--- src/include/pin_mux_pkg.sv ---
// package for the terminal function mux slice: register map, field
// positions, selection codes, reset values and pad control carrier.
// assumes nothing beyond a systemverilog compiler.
package pin_mux_pkg;

    // ********************************************************
    // register map
    // ********************************************************
    localparam logic [3:0] FUNC_SEL_8_OFFSET = 4'h0;
    localparam logic [3:0] FUNC_SEL_9_OFFSET = 4'h4;
    localparam logic [3:0] FUNC_SEL_A_OFFSET = 4'h8;
    localparam logic [3:0] PAD_STATUS_OFFSET = 4'hc;
    localparam logic [31:0] FUNC_SEL_RESET = 32'h0000_0000;
    localparam logic [31:0] READ_UNMAPPED = 32'h0000_0000;

    // ********************************************************
    // field positions (low bit of each three-bit field)
    // ********************************************************
    localparam int BOOT_SEL_LSB = 27;      // reg8[29:27]
    localparam int HOST_RST_LSB = 0;       // reg9[2:0]
    localparam int HIZ_CLK_LSB = 3;        // reg9[5:3]
    localparam int LOW_RTS_LSB = 12;       // reg9[14:12]
    localparam int LOW_TX_LSB = 21;        // reg9[23:21]
    localparam int MCS_DOUT_LSB = 24;      // reg9[26:24]
    localparam int BCLK_REQ_LSB = 27;      // reg9[29:27]
    localparam int BCLK_OUT_LSB = 0;       // regA[2:0]
    localparam int MCS_SYNC_LSB = 3;       // regA[5:3]

    // ********************************************************
    // selection codes
    // ********************************************************
    localparam logic [2:0] SEL_0 = 3'h0;
    localparam logic [2:0] SEL_1 = 3'h1;
    localparam logic [2:0] SEL_2 = 3'h2;

    // ********************************************************
    // deselected input levels
    // ********************************************************
    localparam logic DESEL_BCLK_REQ = 1'b0;
    localparam logic DESEL_UART_C_CTS = 1'b0;
    localparam logic DESEL_UART_A_DSR = 1'b1;
    localparam logic DESEL_MCS_SYNC = 1'b0;
    localparam logic DESEL_DEFAULT = 1'b0;

    // ********************************************************
    // pad control carrier: output enable is active low
    // ********************************************************
    typedef struct packed {
        logic out;
        logic oe_n;
    } pad_drive_t;

    localparam pad_drive_t PAD_HIZ = '{out: 1'b0, oe_n: 1'b1};
    localparam pad_drive_t PAD_LOW = '{out: 1'b0, oe_n: 1'b0};

endpackage

--- src/core/sync_three.sv ---
// three-flop input synchroniser with agreement filter.
// assumes a single clock domain on i_clk; input is asynchronous.
`timescale 1ns/10ps
module sync_three #(
    parameter logic RESET_VAL = 1'b0
) (
    input wire logic i_clk,
    input wire logic i_rstn,
    input wire logic i_async,
    output logic o_level
);

    logic [2:0] stage_reg;
    logic [2:0] stage_next;
    logic level_reg;
    logic level_next;

    // shift; level only moves when stages two and three agree
    always_comb begin
        stage_next = {stage_reg[1:0], i_async};
        level_next = level_reg;
        if (stage_reg[1] == stage_reg[2]) begin
            level_next = stage_reg[2];
        end
    end

    // first stage feeds only the second
    always_ff @(posedge i_clk or negedge i_rstn) begin
        if (!i_rstn) begin
            stage_reg <= {3{RESET_VAL}};
            level_reg <= RESET_VAL;
        end else begin
            stage_reg <= stage_next;
            level_reg <= level_next;
        end
    end

    assign o_level = level_reg;

endmodule

--- src/core/out_pad_cell.sv ---
// registered output pad cell: function, battery-fail gating, tri-state.
// assumes all inputs are on i_clk; reset value given by parameters.
`timescale 1ns/10ps
module out_pad_cell
    import pin_mux_pkg::*;
#(
    parameter logic GATE_ON_FAIL = 1'b1,
    parameter logic HIZ_ON_FAIL = 1'b0,
    parameter pad_drive_t RESET_DRIVE = PAD_LOW
) (
    input wire logic i_clk,
    input wire logic i_rstn,
    input wire logic i_fail,
    input wire logic i_gate2,
    input wire pad_drive_t i_func,
    output pad_drive_t o_pad
);

    pad_drive_t pad_reg;
    pad_drive_t pad_next;

    // gating forces out low and keeps oe_n; tri-state class floats instead
    always_comb begin
        pad_next = i_func;
        if (i_fail && GATE_ON_FAIL) begin
            pad_next.out = 1'b0;
        end
        if (i_gate2) begin
            pad_next.out = 1'b0;
        end
        if (i_fail && HIZ_ON_FAIL) begin
            pad_next = PAD_HIZ;
        end
    end

    always_ff @(posedge i_clk or negedge i_rstn) begin
        if (!i_rstn) begin
            pad_reg <= RESET_DRIVE;
        end else begin
            pad_reg <= pad_next;
        end
    end

    assign o_pad = pad_reg;

endmodule

--- src/core/terminal_function_mux_slice.sv ---
// terminal function mux slice: selection registers and pad routing.
// assumes pads resolve out/oe_n outside; peripherals on i_clk.
//
// Summary of operation
// - each muxed terminal has its own three-bit field in a select register.
// - reg8[29:27] routes boot select, port-3 receive data or usb suspend.
// - reg9[2:0] drives host reset, port-3 transmit data or usb se0.
// - reg9[5:3] floats, carries port-3 transmit clock or usb tx enable.
// - reg9[14:12] drives low or uart a request-to-send.
// - reg9[23:21] drives low or uart a transmit data.
// - reg9[26:24] drives serial a data, or usb tx data (or uart a tx).
// - reg9[29:27] feeds bus clock request, uart c cts or uart a dsr.
// - regA[2:0] drives bus clock, uart c rts or uart a dtr.
// - regA[5:3] carries two-way serial a sync or usb plus receive.
// - in reset emulation and high-z terminals float, inputs stay inputs.
// - in reset host reset, reset out, bus clock, data and lows drive 0.
// - gating-class terminals are gated while battery fail is high.
// - tri-state-class terminals float while battery fail is high.
// - scannable terminals pass through the boundary-scan chain.
// - second-class terminals are gated by general io nine and io three.
`timescale 1ns/10ps
module terminal_function_mux_slice
    import pin_mux_pkg::*;
(
    input wire logic i_clk,
    input wire logic i_rstn,
    // register port
    input wire logic [3:0] i_addr,
    input wire logic [31:0] i_wdata,
    input wire logic i_wr,
    input wire logic i_rd,
    output logic [31:0] o_rdata,
    // control inputs and scan output
    input wire logic i_battery_fail_input,
    input wire logic i_general_io_nine,
    input wire logic i_processor_io_three,
    input wire logic i_scan_mode,
    input wire logic i_scan_shift,
    input wire logic i_scan_in,
    output logic o_scan_out,
    // pins
    input wire logic i_boot_pin,
    output pad_drive_t o_boot_pad,
    output pad_drive_t o_host_rst_pad,
    output pad_drive_t o_tclk_pad,
    input wire logic i_tclk_pin,
    output pad_drive_t o_rts_pad,
    output pad_drive_t o_tx_pad,
    output pad_drive_t o_mcs_dout_pad,
    input wire logic i_breq_pin,
    output pad_drive_t o_bclk_pad,
    output pad_drive_t o_sync_pad,
    input wire logic i_sync_pin,
    // peripheral outputs towards the pins
    input wire logic i_usb_port1_suspend_out,
    input wire logic i_host_reset_out,
    input wire logic i_serial_port3_transmit_data,
    input wire logic i_usb_port1_single_ended_zero,
    input wire logic i_serial_port3_transmit_clock,
    input wire logic i_serial_port3_clock_dir_n,
    input wire logic i_usb_port1_transmit_enable,
    input wire logic i_uart_a_request_to_send,
    input wire logic i_uart_a_transmit,
    input wire logic i_multichannel_serial_a_data_out,
    input wire logic i_usb_port1_transmit_data,
    input wire logic i_uart_a_tx_alt,
    input wire logic i_bus_clock_out,
    input wire logic i_uart_c_request_to_send,
    input wire logic i_uart_a_data_terminal_ready,
    input wire logic i_multichannel_serial_a_sync,
    input wire logic i_sync_dir_n,
    // peripheral inputs from the pins
    output logic o_boot_select_input,
    output logic o_serial_port3_receive_data,
    output logic o_serial_port3_clock_in,
    output logic o_bus_clock_request,
    output logic o_uart_c_clear_to_send,
    output logic o_uart_a_data_set_ready,
    output logic o_multichannel_serial_a_sync,
    output logic o_usb_port1_plus_receive
);

    // ********************************************************
    // select registers and read port
    // ********************************************************
    logic [31:0] sel8_reg;
    logic [31:0] sel8_next;
    logic [31:0] sel9_reg;
    logic [31:0] sel9_next;
    logic [31:0] selA_reg;
    logic [31:0] selA_next;
    logic [31:0] rdata_reg;
    logic [31:0] rdata_next;
    logic fail_s;
    logic gio9_s;
    logic pio3_s;

    // reserved codes are stored as written; software must avoid them
    always_comb begin
        sel8_next = sel8_reg;
        sel9_next = sel9_reg;
        selA_next = selA_reg;
        rdata_next = READ_UNMAPPED;
        if (i_wr) begin
            unique case (i_addr)
                FUNC_SEL_8_OFFSET: sel8_next = i_wdata;
                FUNC_SEL_9_OFFSET: sel9_next = i_wdata;
                FUNC_SEL_A_OFFSET: selA_next = i_wdata;
                default: ;
            endcase
        end
        if (i_rd) begin
            unique case (i_addr)
                FUNC_SEL_8_OFFSET: rdata_next = sel8_reg;
                FUNC_SEL_9_OFFSET: rdata_next = sel9_reg;
                FUNC_SEL_A_OFFSET: rdata_next = selA_reg;
                PAD_STATUS_OFFSET: rdata_next = {29'h0, pio3_s, gio9_s,
                    fail_s};
                default: rdata_next = READ_UNMAPPED;
            endcase
        end
    end

    always_ff @(posedge i_clk or negedge i_rstn) begin
        if (!i_rstn) begin
            sel8_reg <= FUNC_SEL_RESET;
            sel9_reg <= FUNC_SEL_RESET;
            selA_reg <= FUNC_SEL_RESET;
            rdata_reg <= READ_UNMAPPED;
        end else begin
            sel8_reg <= sel8_next;
            sel9_reg <= sel9_next;
            selA_reg <= selA_next;
            rdata_reg <= rdata_next;
        end
    end

    assign o_rdata = rdata_reg;

    // ********************************************************
    // input synchronisers for pins and gating controls
    // ********************************************************
    logic boot_s;
    logic tclk_s;
    logic breq_s;
    logic sync_s;

    sync_three u_sync_fail (.i_clk(i_clk), .i_rstn(i_rstn),
        .i_async(i_battery_fail_input), .o_level(fail_s));
    sync_three u_sync_gio9 (.i_clk(i_clk), .i_rstn(i_rstn),
        .i_async(i_general_io_nine), .o_level(gio9_s));
    sync_three u_sync_pio3 (.i_clk(i_clk), .i_rstn(i_rstn),
        .i_async(i_processor_io_three), .o_level(pio3_s));
    sync_three u_sync_boot (.i_clk(i_clk), .i_rstn(i_rstn),
        .i_async(i_boot_pin), .o_level(boot_s));
    sync_three u_sync_tclk (.i_clk(i_clk), .i_rstn(i_rstn),
        .i_async(i_tclk_pin), .o_level(tclk_s));
    sync_three u_sync_breq (.i_clk(i_clk), .i_rstn(i_rstn),
        .i_async(i_breq_pin), .o_level(breq_s));
    sync_three u_sync_sync (.i_clk(i_clk), .i_rstn(i_rstn),
        .i_async(i_sync_pin), .o_level(sync_s));

    // ********************************************************
    // output function selection
    // ********************************************************
    logic [2:0] f_boot, f_hrst, f_tclk, f_rts, f_tx, f_dout, f_breq;
    logic [2:0] f_bclk, f_sync;
    pad_drive_t d_boot;
    pad_drive_t d_hrst;
    pad_drive_t d_tclk;
    pad_drive_t d_rts;
    pad_drive_t d_tx;
    pad_drive_t d_dout;
    pad_drive_t d_bclk;
    pad_drive_t d_sync;
    logic gate2;

    assign f_boot = sel8_reg[BOOT_SEL_LSB +: 3];
    assign f_hrst = sel9_reg[HOST_RST_LSB +: 3];
    assign f_tclk = sel9_reg[HIZ_CLK_LSB +: 3];
    assign f_rts = sel9_reg[LOW_RTS_LSB +: 3];
    assign f_tx = sel9_reg[LOW_TX_LSB +: 3];
    assign f_dout = sel9_reg[MCS_DOUT_LSB +: 3];
    assign f_breq = sel9_reg[BCLK_REQ_LSB +: 3];
    assign f_bclk = selA_reg[BCLK_OUT_LSB +: 3];
    assign f_sync = selA_reg[MCS_SYNC_LSB +: 3];
    assign gate2 = gio9_s & pio3_s;

    // reserved codes leave the pad floating as the safe choice
    always_comb begin
        d_boot = PAD_HIZ;
        if (f_boot == SEL_2) begin
            d_boot = '{out: i_usb_port1_suspend_out, oe_n: 1'b0};
        end
        unique case (f_hrst)
            SEL_0: d_hrst = '{out: i_host_reset_out, oe_n: 1'b0};
            SEL_1: d_hrst = '{out: i_serial_port3_transmit_data,
                oe_n: 1'b0};
            SEL_2: d_hrst = '{out: i_usb_port1_single_ended_zero,
                oe_n: 1'b0};
            default: d_hrst = PAD_HIZ;
        endcase
        unique case (f_tclk)
            SEL_1: d_tclk = '{out: i_serial_port3_transmit_clock,
                oe_n: i_serial_port3_clock_dir_n};
            SEL_2: d_tclk = '{out: i_usb_port1_transmit_enable,
                oe_n: 1'b0};
            default: d_tclk = PAD_HIZ;
        endcase
        d_rts = PAD_HIZ;
        if (f_rts == SEL_0) begin
            d_rts = PAD_LOW;
        end else if (f_rts == SEL_1) begin
            d_rts = '{out: i_uart_a_request_to_send, oe_n: 1'b0};
        end
        d_tx = PAD_HIZ;
        if (f_tx == SEL_0) begin
            d_tx = PAD_LOW;
        end else if (f_tx == SEL_1) begin
            d_tx = '{out: i_uart_a_transmit, oe_n: 1'b0};
        end
        d_dout = PAD_HIZ;
        if (f_dout == SEL_0) begin
            d_dout = '{out: i_multichannel_serial_a_data_out,
                oe_n: 1'b0};
        end else if (f_dout == SEL_1) begin
            // usb and alternate uart share the code; either may drive
            d_dout = '{out: i_usb_port1_transmit_data | i_uart_a_tx_alt,
                oe_n: 1'b0};
        end
        unique case (f_bclk)
            SEL_0: d_bclk = '{out: i_bus_clock_out, oe_n: 1'b0};
            SEL_1: d_bclk = '{out: i_uart_c_request_to_send,
                oe_n: 1'b0};
            SEL_2: d_bclk = '{out: i_uart_a_data_terminal_ready,
                oe_n: 1'b0};
            default: d_bclk = PAD_HIZ;
        endcase
        d_sync = PAD_HIZ;
        if (f_sync == SEL_0) begin
            d_sync = '{out: i_multichannel_serial_a_sync,
                oe_n: i_sync_dir_n};
        end
    end

    // ********************************************************
    // pad cells: reset state, battery-fail gating, tri-state
    // ********************************************************
    out_pad_cell #(.GATE_ON_FAIL(1'b0), .RESET_DRIVE(PAD_HIZ)) u_boot (
        .i_clk(i_clk), .i_rstn(i_rstn), .i_fail(fail_s), .i_gate2(1'b0),
        .i_func(d_boot), .o_pad(o_boot_pad));
    out_pad_cell #(.RESET_DRIVE(PAD_LOW)) u_hrst (
        .i_clk(i_clk), .i_rstn(i_rstn), .i_fail(fail_s), .i_gate2(gate2),
        .i_func(d_hrst), .o_pad(o_host_rst_pad));
    out_pad_cell #(.RESET_DRIVE(PAD_HIZ)) u_tclk (
        .i_clk(i_clk), .i_rstn(i_rstn), .i_fail(fail_s), .i_gate2(gate2),
        .i_func(d_tclk), .o_pad(o_tclk_pad));
    out_pad_cell #(.RESET_DRIVE(PAD_LOW)) u_rts (
        .i_clk(i_clk), .i_rstn(i_rstn), .i_fail(fail_s), .i_gate2(gate2),
        .i_func(d_rts), .o_pad(o_rts_pad));
    out_pad_cell #(.RESET_DRIVE(PAD_LOW)) u_tx (
        .i_clk(i_clk), .i_rstn(i_rstn), .i_fail(fail_s), .i_gate2(gate2),
        .i_func(d_tx), .o_pad(o_tx_pad));
    out_pad_cell #(.HIZ_ON_FAIL(1'b1), .RESET_DRIVE(PAD_LOW)) u_dout (
        .i_clk(i_clk), .i_rstn(i_rstn), .i_fail(fail_s), .i_gate2(gate2),
        .i_func(d_dout), .o_pad(o_mcs_dout_pad));
    out_pad_cell #(.RESET_DRIVE(PAD_LOW)) u_bclk (
        .i_clk(i_clk), .i_rstn(i_rstn), .i_fail(fail_s), .i_gate2(gate2),
        .i_func(d_bclk), .o_pad(o_bclk_pad));
    out_pad_cell #(.RESET_DRIVE(PAD_HIZ)) u_sync (
        .i_clk(i_clk), .i_rstn(i_rstn), .i_fail(fail_s), .i_gate2(gate2),
        .i_func(d_sync), .o_pad(o_sync_pad));

    // ********************************************************
    // input routing with deselected levels, and scan chain
    // ********************************************************
    logic [7:0] in_reg;
    logic [7:0] in_next;
    logic [7:0] scan_reg;
    logic [7:0] scan_next;

    // scan mode substitutes the chain capture for pin samples
    always_comb begin
        in_next[0] = (f_boot == SEL_0) ? boot_s : DESEL_DEFAULT;
        in_next[1] = (f_boot == SEL_1) ? boot_s : DESEL_DEFAULT;
        in_next[2] = (f_tclk == SEL_1) ? tclk_s : DESEL_DEFAULT;
        in_next[3] = (f_breq == SEL_0) ? breq_s : DESEL_BCLK_REQ;
        in_next[4] = (f_breq == SEL_1) ? breq_s : DESEL_UART_C_CTS;
        in_next[5] = (f_breq == SEL_2) ? breq_s : DESEL_UART_A_DSR;
        in_next[6] = (f_sync == SEL_0) ? sync_s : DESEL_MCS_SYNC;
        in_next[7] = (f_sync == SEL_1) ? sync_s : DESEL_DEFAULT;
        scan_next = scan_reg;
        if (i_scan_shift) begin
            scan_next = {scan_reg[6:0], i_scan_in};
        end else if (i_scan_mode) begin
            scan_next = {boot_s, tclk_s, breq_s, sync_s,
                o_host_rst_pad.out, o_rts_pad.out, o_tx_pad.out,
                o_bclk_pad.out};
        end
        if (i_scan_mode) begin
            in_next = scan_reg;
        end
    end

    always_ff @(posedge i_clk or negedge i_rstn) begin
        if (!i_rstn) begin
            in_reg <= 8'h20; // dsr idles high
            scan_reg <= 8'h00;
        end else begin
            in_reg <= in_next;
            scan_reg <= scan_next;
        end
    end

    assign o_boot_select_input = in_reg[0];
    assign o_serial_port3_receive_data = in_reg[1];
    assign o_serial_port3_clock_in = in_reg[2];
    assign o_bus_clock_request = in_reg[3];
    assign o_uart_c_clear_to_send = in_reg[4];
    assign o_uart_a_data_set_ready = in_reg[5];
    assign o_multichannel_serial_a_sync = in_reg[6];
    assign o_usb_port1_plus_receive = in_reg[7];
    assign o_scan_out = scan_reg[7];

endmodule

--- config.mk ---
export PLATFORM = sky130hd
export DESIGN_NAME = terminal_function_mux_slice
export DESIGN_NICKNAME = d
export VERILOG_FILES = /design/src/include/pin_mux_pkg.sv /design/src/core/sync_three.sv /design/src/core/out_pad_cell.sv /design/src/core/terminal_function_mux_slice.sv
export SDC_FILE = /design/constraint.sdc
export NUM_CORES = 1
export LEC_CHECK = 0
export BUFFER_PORTS_ARGS = -buffer_cell sky130_fd_sc_hd__buf_4
export CORE_MARGIN = 8
export CORE_UTILIZATION = 55
export DETAILED_ROUTE_END_ITERATION = 8
export PLACE_DENSITY = 0.78
export SYNTH_ARGS = -nofsm -noshare
export SYNTH_HDL_FRONTEND = slang
export SYNTH_SLANG_ARGS = --single-unit
--- constraint.sdc ---
create_clock -name i_clk -period 1.93 [get_ports i_clk]
set_input_delay 0.193 -clock i_clk [delete_from_list [all_inputs] [get_ports i_clk]]
set_output_delay 0.193 -clock i_clk [all_outputs]
set_load 0.005 [all_outputs]
=== Yosys cells after proc, flatten, opt, wreduce, memory -nomap -nowiden ===
Index checks and enable logic that the tools add are counted.

* Reduce and logical (&&, ||, !) cells: 13
* Bitwise logic cells: 2
* Muxes and demuxes: 38
* Eq/ne operators: 24

{| class="wikitable"
|+ Operators with widths
! kind !! number
|-
| case mux 32 bit (4 select lines) || 1
|-
| two-way mux 32 bit || 1
|-
| equality test 3 x 1 -> 1 bit, second input constant || 9
|-
| logical NOT 3 bit || 8
|-
| two-way mux 8 bit || 3
|-
| two-way mux 1 bit || 21
|-
| two-way mux 2 bit || 9
|-
| equality test 3 x 2 -> 1 bit, second input constant || 5
|-
| case mux 2 bit (3 select lines) || 2
|-
| equality test 4 bit, second input constant || 2
|-
| equality test 1 bit || 7
|-
| AND reduction 2 bit || 3
|-
| equality test 4 x 3 -> 1 bit, second input constant || 1
|-
| logical NOT 4 bit || 1
|-
| case mux 2 bit (2 select lines) || 1
|-
| nonzero test 2 bit || 1
|-
| AND 1 bit || 1
|-
| OR 1 bit || 1
|}

* Output and inout port bits: 57
* Bits of input ports: 67
* Bits in registers: 188
* Word-level logic and storage cells: 113

=== Longest topological paths before layout ===
* Depth after elaboration: 5
* Gate-level depth with buffers: 6
* Gate-level depth less buffers: 3

=== Hierarchy ===
A second synthesis with hierarchy kept.

* Cells, all modules: 514
* Area, all modules: 7,397.1 um^2

{| class="wikitable"
|+ Modules (own cells, without submodules)
! module !! cells each !! seq. area each (um^2) !! instances !! area an instance (um^2)
|-
| terminal_function_mux_slice || 454 || 3,604.7 || 1 || 6,110.9
|-
| sync_three || 5 || 100.1 || 7 || 111.4
|-
| out_pad_cell at u_bclk ... || 3 || 50.0 || 4 || 62.6
|-
| out_pad_cell at u_sync ... || 3 || 51.3 || 2 || 63.8
|-
| out_pad_cell at u_boot || 3 || 51.3 || 1 || 65.1
|-
| out_pad_cell at u_dout || 4 || 50.0 || 1 || 63.8
|}

=== Worst setup path before layout ===
OpenSTA, ideal clock, no wires.

* Kind: flip-flop to flip-flop
* From: register sel9_reg[29]
* To: register in_reg[5]
* Path buffers: 0
* Required time: 1.848 ns
* Arrival: 1.285 ns
* Period minus slack after synthesis: 1.367 ns
* Slack: 0.563 ns
* Library setup time: 0.082 ns
* Cell stages (with the launch flop): 3
* Cells stage by stage: dfrtp_1 > or4b_2 > mux2_2

* Cells in the longest elaborated chain, start to end: 3

{| class="wikitable"
|+ RTL lines
! element !! RTL line !! source
|-
| start, declared || terminal_function_mux_slice.sv:88 || <nowiki>logic [31:0] sel9_reg;</nowiki>
|-
| start signal, assigned || terminal_function_mux_slice.sv:132 || <nowiki>sel9_reg <= sel9_next;</nowiki>
|-
| equality test 3 x 2 -> 1 bit || terminal_function_mux_slice.sv:289 || <nowiki>in_next[5] = (f_breq == SEL_2) ? breq_s : DESEL_UART_A_DSR;</nowiki>
|-
| two-way mux 1 bit || terminal_function_mux_slice.sv:289 ||
|-
| two-way mux 8 bit || terminal_function_mux_slice.sv:300 || <nowiki>if (i_scan_mode) begin</nowiki>
|-
| via in_next[5] || terminal_function_mux_slice.sv:278 || <nowiki>logic [7:0] in_next;</nowiki>
|-
| end signal, assigned || terminal_function_mux_slice.sv:310 || <nowiki>in_reg <= in_next;</nowiki>
|-
| end, declared || terminal_function_mux_slice.sv:277 || <nowiki>logic [7:0] in_reg;</nowiki>
|}

The timed path passes the listed nets, and every way through them passes these cells.
A chain may end at the register's enable or synchronous reset.

=== Final worst setup path ===
Same ends and word-level chain as after synthesis.

==> metrics.txt <==
Worst path slowest cell=sky130_fd_sc_hd__or4b_2; area of the die=17500 sq um; Synth top cells by count=184 x sky130_fd_sc_hd__dfrtp_1, 60 x sky130_fd_sc_hd__mux2_2, 33 x sky130_fd_sc_hd__nand2_1; starting density of the core=56.2%; R2R cell count=2; wire per inst=20.6 um; worst slew margin relative to its limit=27.8%; number of core rows=42; setup repair after global routing missed its margin=no; share of the synthesized area in the top cell type=61.8%; switching portion of total power=24.1%; placement-stage worst setup slack=0.218 ns; number of buffers inserted by port buffering=123; wire length of the first global-routing pass=27.6 mm; sequential fraction of the synthesis area=63.2%; layout-stage area growth over the synthesis result=24.7%; number of antenna violations at the first check in global routing=0; post-synth design cell area=7450 sq um; count of flip-flops with a built-in enable after synthesis=0; synthesis warning total=0; post-detailed-route count of antenna-violating nets=0; Hold Crit Depth=2; aggregate negative setup slack=0 ns; ys async rst share=100%; maximum root-to-sink buffer count=2; upper clock frequency limit=0.674 GHz; kind of end point of the critical path=flop; post-route clock skew=0.00752 ns; Initial DRT Pass Iterations=5; Post-Syn Instances=506; internal cell power=7.70 mW; count of H-tree levels built during CTS=4; series of cell instances along the critical path=or4b_2, mux2_2; Critical R2R Launch=sel9_reg[29]; biggest area consumer among synthesized cells=sky130_fd_sc_hd__dfrtp_1; Final Routed Wirelength=17.2 mm; dominant synthesized flop cell=sky130_fd_sc_hd__dfrtp_1; worst setup path class=flop to flop; pins over their slew limit=0; DR DRC count=0; Reg2Reg Capture Point=in_reg[5]; setup violation total in the final timing report=0; FF+latch count, synth=188; I/O pin cnt=124; total count of hold-check failures in the final report=0; fraction of layout instances using a drive strength above 1=41.6%; Hold/Removal Path Class=input pin to flop; largest fanout of any net on the critical path=4; share of total power in combinational logic=14.4%; diodes inserted=0; sw power=2.45 mW; clock latency of the later-clocked register in the worst-skew pair=0.43 ns; Core Region=13200 sq um; library cell used as clock root buffer=sky130_fd_sc_hd__clkbuf_16; Unique masters post-synth=44; post-layout instance count excluding filler cells=835; arrival time at the worst endpoint=1.83 ns; HPWL after detailed placement=11.2 mm; IR drop worst, VDD=658 uV; max-capacitance violation count=0; leading cell type by number of instances after synthesis=sky130_fd_sc_hd__dfrtp_1; fill count=901; DIE HEIGHT=132 um; Cell Pwr Density=1090 nW/um^2; net count reported at finish=713; maximum single-stage delay on the critical path=0.69 ns; post-route worst setup slack=0.447 ns; launching element type of the critical path=flop; Post-Synthesis Mean Instance Area=14.7 sq um; placed cells=789; Num Clock Sinks=188; total grt overflow=0; Hold Crit Endpoint=selA_reg[27]; part of the power in the clock network=36.2%; number of buffers inserted during clock tree synthesis=17; clock input transition at the sequential cells of the worst setup and hold paths=0.07 ns; number of vias per cell=5.67; postcts setup bufs=0; hold_ws=0.0128 ns; die boundary width=132 um; CTS tree=built; Worst Max-Slew Pin Slew=1.07 ns; via count=4731; run status=finished, final reports clean; final critical-path required period=1.48 ns; startpoint of the lowest-slack hold path=i_wdata[27]; final RePlAce weighted congestion=0.798; most area-consuming cells after synthesis=sky130_fd_sc_hd__dfrtp_1 62%, sky130_fd_sc_hd__mux2_2 9.1%, sky130_fd_sc_hd__mux2_4 6.0%; crit share post-route=76.9%; initial detailed-routing violation count=401; number of global-route vias before repair=5149; final standard cell utilization of the core=70.1%; Pleak=4.47 nW; aggregate global-route resource usage=20.1%; FF-to-FF setup slack=0.45 ns; post-synthesis net count=573; sequential cell fraction of total power=49.4%; pin count of the biggest net entering global routing=61; critical path required time=2.28 ns
-- cell type report --
cell class	instances	area (sq um)	share of cell area, %
Clock buffer	20	457	4.92
Clock inverter	12	169	1.82
Inverter	3	11.3	0.121
Multi-Input combinational cell	289	2540	27.3
Sequential cell	188	4710	50.7
Tap cell	176	220	2.37
Timing Repair Buffer	147	1180	12.7
-- power groups by stage --
| stage | Combinational [mW] | Sequential, mW | Clock (mW) |
|---|---|---|---|
| 6_report | 1.46 | 5.01 | 3.67 |
| 5_1_grt | 1.59 | 5.09 | 3.86 |
| 4_1_cts | 1.48 | 5.00 | 3.70 |
| 3_5_place_dp | 1.45 | 5.07 | 0 |
| 3_3_place_gp | 1.38 | 5.02 | 0 |
| 2_1_floorplan | 0.905 | 4.93 | 0 |
-- metrics by stage --
step | total power, mW | instance area [sq um]
2_1_floorplan | 5.84 | 7450
3_3_place_gp | 6.40 | 8520
3_5_place_dp | 6.51 | 8520
4_1_cts | 10.2 | 9290
5_1_grt | 10.5 | 9290
6_report | 10.1 | 9290
-- worst max-delay path, delay by kind of cell, from the launching register on --
kind	cells	cell delay (ns)
flops	1	0.43
mux	1	0.29
simple gates	1	0.69
-- layout by cell type (no fill, tap or decap), types with 2 or more instances in the layout --
| cell | instances |
|---|---|
| sky130_fd_sc_hd__clkinv_2 | 5 |
| sky130_fd_sc_hd__bufinv_16 | 4 |
| sky130_fd_sc_hd__clkinvlp_4 | 2 |
| sky130_fd_sc_hd__nand3b_1 | 2 |
| sky130_fd_sc_hd__nand3_4 | 3 |
| sky130_fd_sc_hd__dlygate4sd3_1 | 14 |
| sky130_fd_sc_hd__o21a_1 | 2 |
| sky130_fd_sc_hd__or3_1 | 2 |
| sky130_fd_sc_hd__dfstp_2 | 4 |
| sky130_fd_sc_hd__a21oi_1 | 11 |
| sky130_fd_sc_hd__mux2i_1 | 31 |
| sky130_fd_sc_hd__a2bb2oi_1 | 5 |
| sky130_fd_sc_hd__maj3_1 | 7 |
| sky130_fd_sc_hd__mux2_4 | 30 |
| sky130_fd_sc_hd__buf_4 | 129 |
| sky130_fd_sc_hd__o22a_1 | 3 |
| sky130_fd_sc_hd__clkbuf_8 | 3 |
| sky130_fd_sc_hd__buf_12 | 3 |
| sky130_fd_sc_hd__o41ai_1 | 4 |
| sky130_fd_sc_hd__inv_1 | 3 |
| sky130_fd_sc_hd__a21o_1 | 3 |
| sky130_fd_sc_hd__nor2_1 | 26 |
| sky130_fd_sc_hd__nor3_1 | 6 |
| sky130_fd_sc_hd__mux2_1 | 7 |
| sky130_fd_sc_hd__clkbuf_16 | 17 |
| sky130_fd_sc_hd__nand2b_1 | 4 |
| sky130_fd_sc_hd__or2_0 | 6 |
| sky130_fd_sc_hd__o21ai_0 | 9 |
| sky130_fd_sc_hd__mux2_2 | 60 |
| sky130_fd_sc_hd__nand2_1 | 33 |
| sky130_fd_sc_hd__or2_2 | 7 |
| sky130_fd_sc_hd__dfrtp_1 | 184 |
| sky130_fd_sc_hd__a222oi_1 | 14 |
-- per-layer routing --
metal | vias up | global-route usage, % | part of all wire (%)
met3 | 16 | 5.11 | 5.3
met5 | - | 0 | 0
li1 | 2085 | - | -
met1 | 2471 | 25.2 | 42
met2 | 159 | 33.3 | 51
met4 | 0 | 6.62 | 1.1
-- cells by family after synthesis --
family	after synthesis	synth area share, %
and+or+nand+nor	99	7.26
buffers and inverters	29	2.65
DFF	188	63.2
AOI/OAI and AO/OA	55	5.56
adders and majority gates	7	0.941
muxes	128	20.3
-- how the worst max path moves through the flow --
stage / cells after the start / slack (ns) / startpoint / endpoint
3_5_place_dp: 4 / 0.22 / i_addr[1] / o_rdata[5]
2_1_floorplan: 2 / 0.56 / sel9_reg[29] / in_reg[5]
6_report: 2 / 0.45 / sel9_reg[29] / in_reg[5]
4_1_cts: 2 / 0.47 / sel9_reg[29] / in_reg[5]
5_1_grt: 2 / 0.45 / sel9_reg[29] / in_reg[5]
3_3_place_gp: 4 / 0.30 / i_addr[1] / selA_reg[24]
-- timing repair --
| item | 4_1_cts | 5_1_grt |
|---|---|---|
| hold endpoints to repair | 68 | 0 |
| resized for setup | 0 | 0 |
| hold buffers | 14 | 0 |
No activity file was read; power rests on OpenSTA's default activity.
